===== config.mk =====
export PLATFORM = sky130hd
export DESIGN_NAME = acss_seq
export DESIGN_NICKNAME = d
export VERILOG_FILES = /design/src/core/acss_pkg.sv /design/src/core/acss_in_conv.sv /design/src/core/acss_seq.sv
export VERILOG_INCLUDE_DIRS = /design/src /design/src/core
export SDC_FILE = /design/constraint.sdc
export NUM_CORES = 1
export LEC_CHECK = 0
export ABC_AREA = 1
export CORE_ASPECT_RATIO = 0.9
export CORE_UTILIZATION = 65
export DETAILED_ROUTE_END_ITERATION = 8
export DONT_BUFFER_PORTS = 1
export PLACE_DENSITY = 0.89
export SLEW_MARGIN = 20
export SYNTH_ARGS = -nofsm -noshare
export SYNTH_HDL_FRONTEND = slang
export SYNTH_SLANG_ARGS = --single-unit

===== constraint.sdc =====
create_clock -name CLK_SYS -period 2.3 [get_ports CLK_SYS]
set_clock_uncertainty 0.2 [all_clocks]
set_input_delay 0.23 -clock CLK_SYS [delete_from_list [all_inputs] [get_ports CLK_SYS]]
set_output_delay 0.23 -clock CLK_SYS [all_outputs]
set_load 0.01 [all_outputs]

===== src/core/acss_cfg.svh =====
`ifndef ACSS_CFG_SVH
`define ACSS_CFG_SVH
`define ACSS_NUM_IN 4
`define ACSS_NUM_OUT 2
`define ACSS_DATA_W 12
`define ACSS_WORD_W 16
`define ACSS_BIT_BUSY 12
`define ACSS_BIT_FAIL 13
`define ACSS_BIT_CH_LO 14
`define ACSS_BIT_CH_HI 15
`define ACSS_IN_WORD_RST 16'h1000
`define ACSS_REV_ZERO_MA 4
`define ACSS_REV_MAX_MA 40
`endif


===== src/core/acss_pkg.sv =====
package acss_pkg;
  typedef logic [11:0] acss_data_t;
  typedef logic [1:0] acss_ch_t;
  typedef enum logic [1:0] {
    ACSS_ST_FIRST = 2'b00,
    ACSS_ST_RUN = 2'b01,
    ACSS_ST_FAIL = 2'b10
  } acss_state_e;
endpackage : acss_pkg


===== src/core/acss_in_conv.sv =====
`timescale 1ns/1ps
`default_nettype none
`include "acss_cfg.svh"
// Current-to-count mapping; reversed loops fold to zero near zero.
module acss_in_conv
  import acss_pkg::*;
(
  input wire logic signed [15:0] ma_x16,
  output logic [11:0] count
);
  logic signed [15:0] rel;
  always_comb
  begin
    rel = 16'sh0000;
    count = 12'h000;
    if (ma_x16 < 0)
    begin
      // Within -4 mA reads zero; beyond gives the excess over 4 mA in 1/16 mA, low twelve bits kept
      if (ma_x16 < -(`ACSS_REV_ZERO_MA * 16))
        count = 12'(-ma_x16 - (`ACSS_REV_ZERO_MA * 16));
    end
    else if (ma_x16 > (`ACSS_REV_ZERO_MA * 16))
    begin
      rel = 16'(ma_x16 - (`ACSS_REV_ZERO_MA * 16));
      if (rel >= 16'sh0100)
        count = 12'hfff;
      else
        count = 12'(rel * 16);
    end
  end
endmodule : acss_in_conv
`default_nettype wire


===== src/core/acss_seq.sv =====
`timescale 1ns/1ps
`default_nettype none
`include "acss_cfg.svh"
// How it works
// - Multiplexed mode delivers one input per scan
// - Four used channels complete within four scans
// - After last channel, wrap to channel one
// - Unused input channels are skipped
// - Pointer mode delivers all four per scan
// - Each scan updates every output whose select is low; both selects low updates both
// - Single used output updates every scan
// - Reversed input within 4 mA reads zero
// - Two bits code the active channel
// - Data sits in low twelve bits
// - Busy on first scan; fail zeroes data
module acss_seq
  import acss_pkg::*;
(
  input wire logic CLK_SYS,
  input wire logic RST_N,
  input wire logic SCAN_STB,
  input wire logic PTR_MODE,
  input wire logic [3:0] IN_USED,
  input wire logic [63:0] IN_MA_X16,
  input wire logic PWR_OK_ASYNC,
  input wire logic TERM_OK_ASYNC,
  input wire logic NOISE_ASYNC,
  input wire logic [11:0] OUT_WORD,
  input wire logic [1:0] OUT_SEL_N,
  output logic [15:0] IN_WORD,
  output logic [63:0] IN_ALL,
  output logic IN_ALL_VLD,
  output logic [11:0] AOUT1,
  output logic [11:0] AOUT2
);
  ////////////////////////////////////////////////////////////////////////////
  logic [11:0] conv [4];
  logic [2:0] sync1_q, sync2_q;
  for (genvar g = 0; g < `ACSS_NUM_IN; g++)
  begin : g_conv
    acss_in_conv u_conv (
      .ma_x16(IN_MA_X16[g*16 +: 16]),
      .count(conv[g])
    );
  end
  // Async status pins: two flops, second only read
  always_ff @(posedge CLK_SYS or negedge RST_N)
  begin
    if (!RST_N)
    begin
      sync1_q <= 3'h0;
      sync2_q <= 3'h0;
    end
    else
    begin
      sync1_q <= {NOISE_ASYNC, TERM_OK_ASYNC, PWR_OK_ASYNC};
      sync2_q <= sync1_q;
    end
  end
  wire logic fault = !(sync2_q[0] && sync2_q[1]);
  function automatic acss_ch_t next_used(input acss_ch_t cur, input logic [3:0] used);
    acss_ch_t n;
    n = cur;
    for (int i = 1; i <= 4; i++)
    begin
      if (used[2'(cur + 2'(i))] && n == cur)
        n = 2'(cur + 2'(i));
    end
    return n;
  endfunction : next_used
  ////////////////////////////////////////////////////////////////////////////
  acss_state_e st_q, st_d;
  acss_ch_t ch_q, ch_d;
  logic [15:0] in_word_q, in_word_d;
  logic [63:0] in_all_q, in_all_d;
  logic all_vld_q, all_vld_d;
  logic [11:0] ao1_q, ao1_d, ao2_q, ao2_d;
  always_comb
  begin
    st_d = st_q;
    ch_d = ch_q;
    in_word_d = in_word_q;
    in_all_d = in_all_q;
    all_vld_d = 1'b0;
    ao1_d = ao1_q;
    ao2_d = ao2_q;
    if (SCAN_STB)
    begin
      st_d = fault ? ACSS_ST_FAIL : ACSS_ST_RUN;
      if (PTR_MODE)
      begin
        for (int i = 0; i < 4; i++)
          in_all_d[i*16 +: 16] = fault ? 16'h0000 : {4'h0, conv[i]};
        all_vld_d = 1'b1;
      end
      // One channel per scan, rotating over used ones
      in_word_d = 16'h0000;
      in_word_d[`ACSS_BIT_CH_HI] = ch_q[1];
      in_word_d[`ACSS_BIT_CH_LO] = ch_q[0];
      in_word_d[11:0] = fault ? 12'h000 : conv[ch_q];
      in_word_d[`ACSS_BIT_FAIL] = fault;
      in_word_d[`ACSS_BIT_BUSY] = (st_q == ACSS_ST_FIRST) || sync2_q[2];
      ch_d = next_used(ch_q, IN_USED);
      // Low-active selects; both low writes both
      if (!OUT_SEL_N[0])
        ao1_d = OUT_WORD;
      if (!OUT_SEL_N[1])
        ao2_d = OUT_WORD;
    end
  end
  always_ff @(posedge CLK_SYS or negedge RST_N)
  begin
    if (!RST_N)
    begin
      st_q <= ACSS_ST_FIRST;
      ch_q <= 2'h0;
      in_word_q <= `ACSS_IN_WORD_RST;
      in_all_q <= '0;
      all_vld_q <= 1'b0;
      ao1_q <= 12'h000;
      ao2_q <= 12'h000;
    end
    else
    begin
      st_q <= st_d;
      ch_q <= ch_d;
      in_word_q <= in_word_d;
      in_all_q <= in_all_d;
      all_vld_q <= all_vld_d;
      ao1_q <= ao1_d;
      ao2_q <= ao2_d;
    end
  end
  assign IN_WORD = in_word_q;
  assign IN_ALL = in_all_q;
  assign IN_ALL_VLD = all_vld_q;
  assign AOUT1 = ao1_q;
  assign AOUT2 = ao2_q;
  ////////////////////////////////////////////////////////////////////////////
  // Checker helper: strobes since channel one was shown, all four in use
  logic [2:0] pass_cnt_q, pass_cnt_d;
  always_comb
  begin
    pass_cnt_d = pass_cnt_q;
    if (IN_USED != 4'hf)
      pass_cnt_d = 3'h0;
    else if (SCAN_STB)
    begin
      if (ch_q == 2'h0)
        pass_cnt_d = 3'h1;
      else if (pass_cnt_q != 3'h7)
        pass_cnt_d = 3'(pass_cnt_q + 3'h1);
    end
  end
  always_ff @(posedge CLK_SYS or negedge RST_N)
  begin
    if (!RST_N)
    begin
      pass_cnt_q <= 3'h0;
    end
    else
    begin
      pass_cnt_q <= pass_cnt_d;
    end
  end
endmodule : acss_seq
`default_nettype wire


==> results.txt <==
The full die area came out at 11000 um2. The total overflow reported by the global router came out at 0. The count of distinct cell types in the synthesized netlist is 43. The number of standard cells in the layout, taps in and fillers out came out at 1172. Entering global routing, the biggest net connects 99 pins. The average cell area after synthesis is 6.69 um2.

After routing, the total negative slack on setup checks comes to 0 ps. The number of hold-slack violations in the final timing report is 99. The number of buffers inserted during clock tree synthesis came out at 9. The share of flip-flops with an asynchronous set or reset after synthesis is 1.00. The slack of the critical path came out at 282 ps. The number of top-level pins came out at 194.

The met2 capacity usage during global routing came out at 0.559. The number of antenna violations at the first check in global routing is 0. The number of placed instances, taps included came out at 1127. CTS placed an instance of clkbuf_16 at the clock tree root. The count of standard-cell rows came out at 35.

In this run, synthesis inferred 0 flip-flops with an integrated enable. The synthesis-to-layout area growth came out at 7.92%. The number of sinks handled by clock tree synthesis is 98. Data on the critical path is required at its endpoint by 2330 ps. The total area of multi-input combinational cells came out at 3730 um2. The number of vias per cell after detailed routing is 5.85. The met3 layer usage reported by global route came out at 0.102. The number of post-CTS setup repair buffers came out at 0. The cell count after synthesis came out at 1027.

The via count of the first global-routing pass was 6398. The count of buffers inserted at the top-level ports is 0. The total of cells resized after clock tree synthesis is 0. Prior to clock tree synthesis, the placed netlist has a worst setup slack of 185 ps. The clock group share of total power is 0.298. The floorplan step set the die width to 110 um. TritonCTS built the clock tree. After the first detailed-routing iteration, the DRC count stood at 765. Subtracting the final worst setup slack from the clock period gives 2020 ps.

The transition time at the pin with the least slew margin is 576 ps. The switching power is 1.87 mW. The starting density of the core is 0.671. The cell internal power dissipation is 3.15 mW.

Setup violations remaining at the end of the flow were counted as 0. In this run the cell area of the synthesized design comes to 6870 um2. The relative slew slack is 0.613. The final-layout worst hold slack is -633 ps. Once detail routing completed, the nets flagged for antenna violations numbered 0. The detailed-router iteration count before antenna repair is 5. The sequential power share came out at 0.447.

The post-detailed-routing wire length is 19300 um. In the global route stage, met1 resource usage came out at 0.462. The run finished, with violations left. The worst IR drop on VDD is 0.000501 V.

The checks that failed: hold timing. The share of total power dissipated in combinational logic is 0.255. The biggest fanout along the worst timing path is 12. The synthesis warning total is 0. The leakage component of the power came out at 3.84 nW. Leaving out fill and tap cells, the most frequent cells in the layout are nand2_1, inv_1, dfrtp_1. The wire length of the first global-routing pass came out at 31100 um.

After clock tree synthesis, the clock-pin slew on the worst setup and hold paths is 70 ps. The dominant synthesized flop cell is dfrtp_1. The DRC violation count after routing is 0.

The fraction of final layout cells sized beyond drive strength 1 came out at 0.0738. The deepest clock path buffer count is 2. The core area came out at 10200 um2.

Setup repair after global routing left no endpoint under its margin. The tightest min-delay check is of the in2async type. In the final layout, flip-flops and latches occupy 2450 um2. The vias after detailed routing is 6858.

The sequential cell area fraction in the yosys report came out at 0.357. The total of fill cells in the finished design came out at 823. The count of antenna diodes in the layout came out at 0. In the global route stage, overall resource usage came out at 0.352.

The total count of max-transition violations in the final report came out at 0. The tool flagged a number of max-cap violations equal to 0. The detailed-placement wirelength estimate came out at 14400 um. The sort of element at the end of the critical path is a register. The number of buffers inserted by hold repair at cts is 29. The clock latency reported for the late side of the worst-skew pair came out at 350 ps. The library cell used most frequently in the layout, excluding fill and tap cells, is nand2_1. After global routing, the most crowded layer is met2.

The final RePlAce weighted congestion came out at 0.984. The final layout net count is 1143. The worst setup path is launched from a register. The chip height came out at 99.6 um.

The highest clock frequency the design can meet came out at 0.495 GHz. The switching fraction of total power came out at 0.372. The wire length per cell after detailed routing came out at 16.5 um. The areal power density over the cells came out at 676 nW/um2. CTS built an H-tree with a depth of 3.

The critical path in this run is classified as reg2reg. Data arrives at the worst endpoint at 2040 ps. The register bit total from synthesis is 98. The final clock period utilization by the worst path is 0.878.
worst max-delay path: stages, from the launching register on:
cell       delay (ps)
dfrtp_1           510
inv_1             190
nand2_4           100
nand2_2           100
inv_2              50
nand2_1           100
o2111ai_2         150
o21ai_1           250
nor2_1             90
xor2_1            140
synth_stat cells, drive strengths merged (3+ instances only):
master	count	area share
or2	7	0.0064
a22oi	4	0.0044
inv	118	0.065
nor2	93	0.056
xor2	9	0.011
nand3	104	0.082
nand3b	3	0.0033
ha	16	0.029
a22o	9	0.011
a21oi	16	0.012
o21ai	103	0.075
clkbuf	17	0.0093
dfrtp	97	0.35
nor3	17	0.012
nand4	20	0.019
nand2	344	0.19
a21o	3	0.0033
buf	32	0.034
state kept, by name, indices dropped and copies added, names as in the netlist:
register / cells
sync1_q: 3
IN_ALL_VLD: 1
st_q: 1
sync2_q: 3
IN_ALL: 48
AOUT2: 12
AOUT1: 12
ch_q: 2
IN_WORD: 16
power by group through the flow:
stage          Clock, mW  Combinational [mW]  Sequential, mW
2_1_floorplan          0                1.03            2.17
3_3_place_gp           0                1.16            2.26
3_5_place_dp           0                1.19            2.27
4_1_cts             1.49                1.24            2.24
5_1_grt             1.56                1.44            2.26
6_report            1.49                1.28            2.24
path summary, 6_finish.rpt:
path | slack, ps | endpoint | start | cells past startpoint
min | -630 | AOUT2[10]$_DFFE_PN0P_ | RST_N | 0
max reg2reg | 280 | ch_q[0]$_DFFE_PN0P_ | ch_q[0]$_DFFE_PN0P_ | 9
max in group asynchronous | 2340 | IN_WORD[12]$_DFFE_PN1P_ | RST_N | 0
min in group CLK_SYS | 0 | IN_ALL[57]$_DFFE_PN0P_ | IN_MA_X16[57] | 5
max | 280 | ch_q[0]$_DFFE_PN0P_ | ch_q[0]$_DFFE_PN0P_ | 9
min reg2reg | 160 | sync2_q[0]$_DFF_PN0_ | sync1_q[0]$_DFF_PN0_ | 0
layout make-up:
| type | count | share of cell area |
|---|---|---|
| well taps | 129 | 0.0218 |
| clock buffers | 10 | 0.0322 |
| multi-input cells | 777 | 0.503 |
| inverters | 118 | 0.0600 |
| flip-flops and latches | 98 | 0.331 |
| clock inverters | 6 | 0.00759 |
| repair buffers | 34 | 0.0442 |
routing by layer:
layer,vias up,routed length [um],share of wire
li1,3304,-,-
met1,3145,7850,0.41
met2,370,8740,0.45
met3,39,2170,0.11
met4,0,543,0.028
met5,-,0,0
kinds of logic after synthesis:
family,share of synthesized area
DFF,0.357
and+or+nand+nor,0.372
adders and majority gates,0.0291
AOI/OAI and AO/OA,0.119
buffers and inverters,0.108
other,0.000546
xor gates and xnor gates,0.0140
stage by stage:
| step | power, mW | util | area [um2] |
|---|---|---|---|
| 3_5_place_dp | 3.45 | 0.667 | 6830 |
| 6_report | 5.02 | 0.724 | 7420 |
| 5_1_grt | 5.27 | 0.724 | 7420 |
| 4_1_cts | 4.98 | 0.724 | 7420 |
| 3_3_place_gp | 3.42 | 0.667 | 6830 |
| 2_1_floorplan | 3.20 | - | 6930 |
No activity file was read; power rests on OpenSTA's default activity.
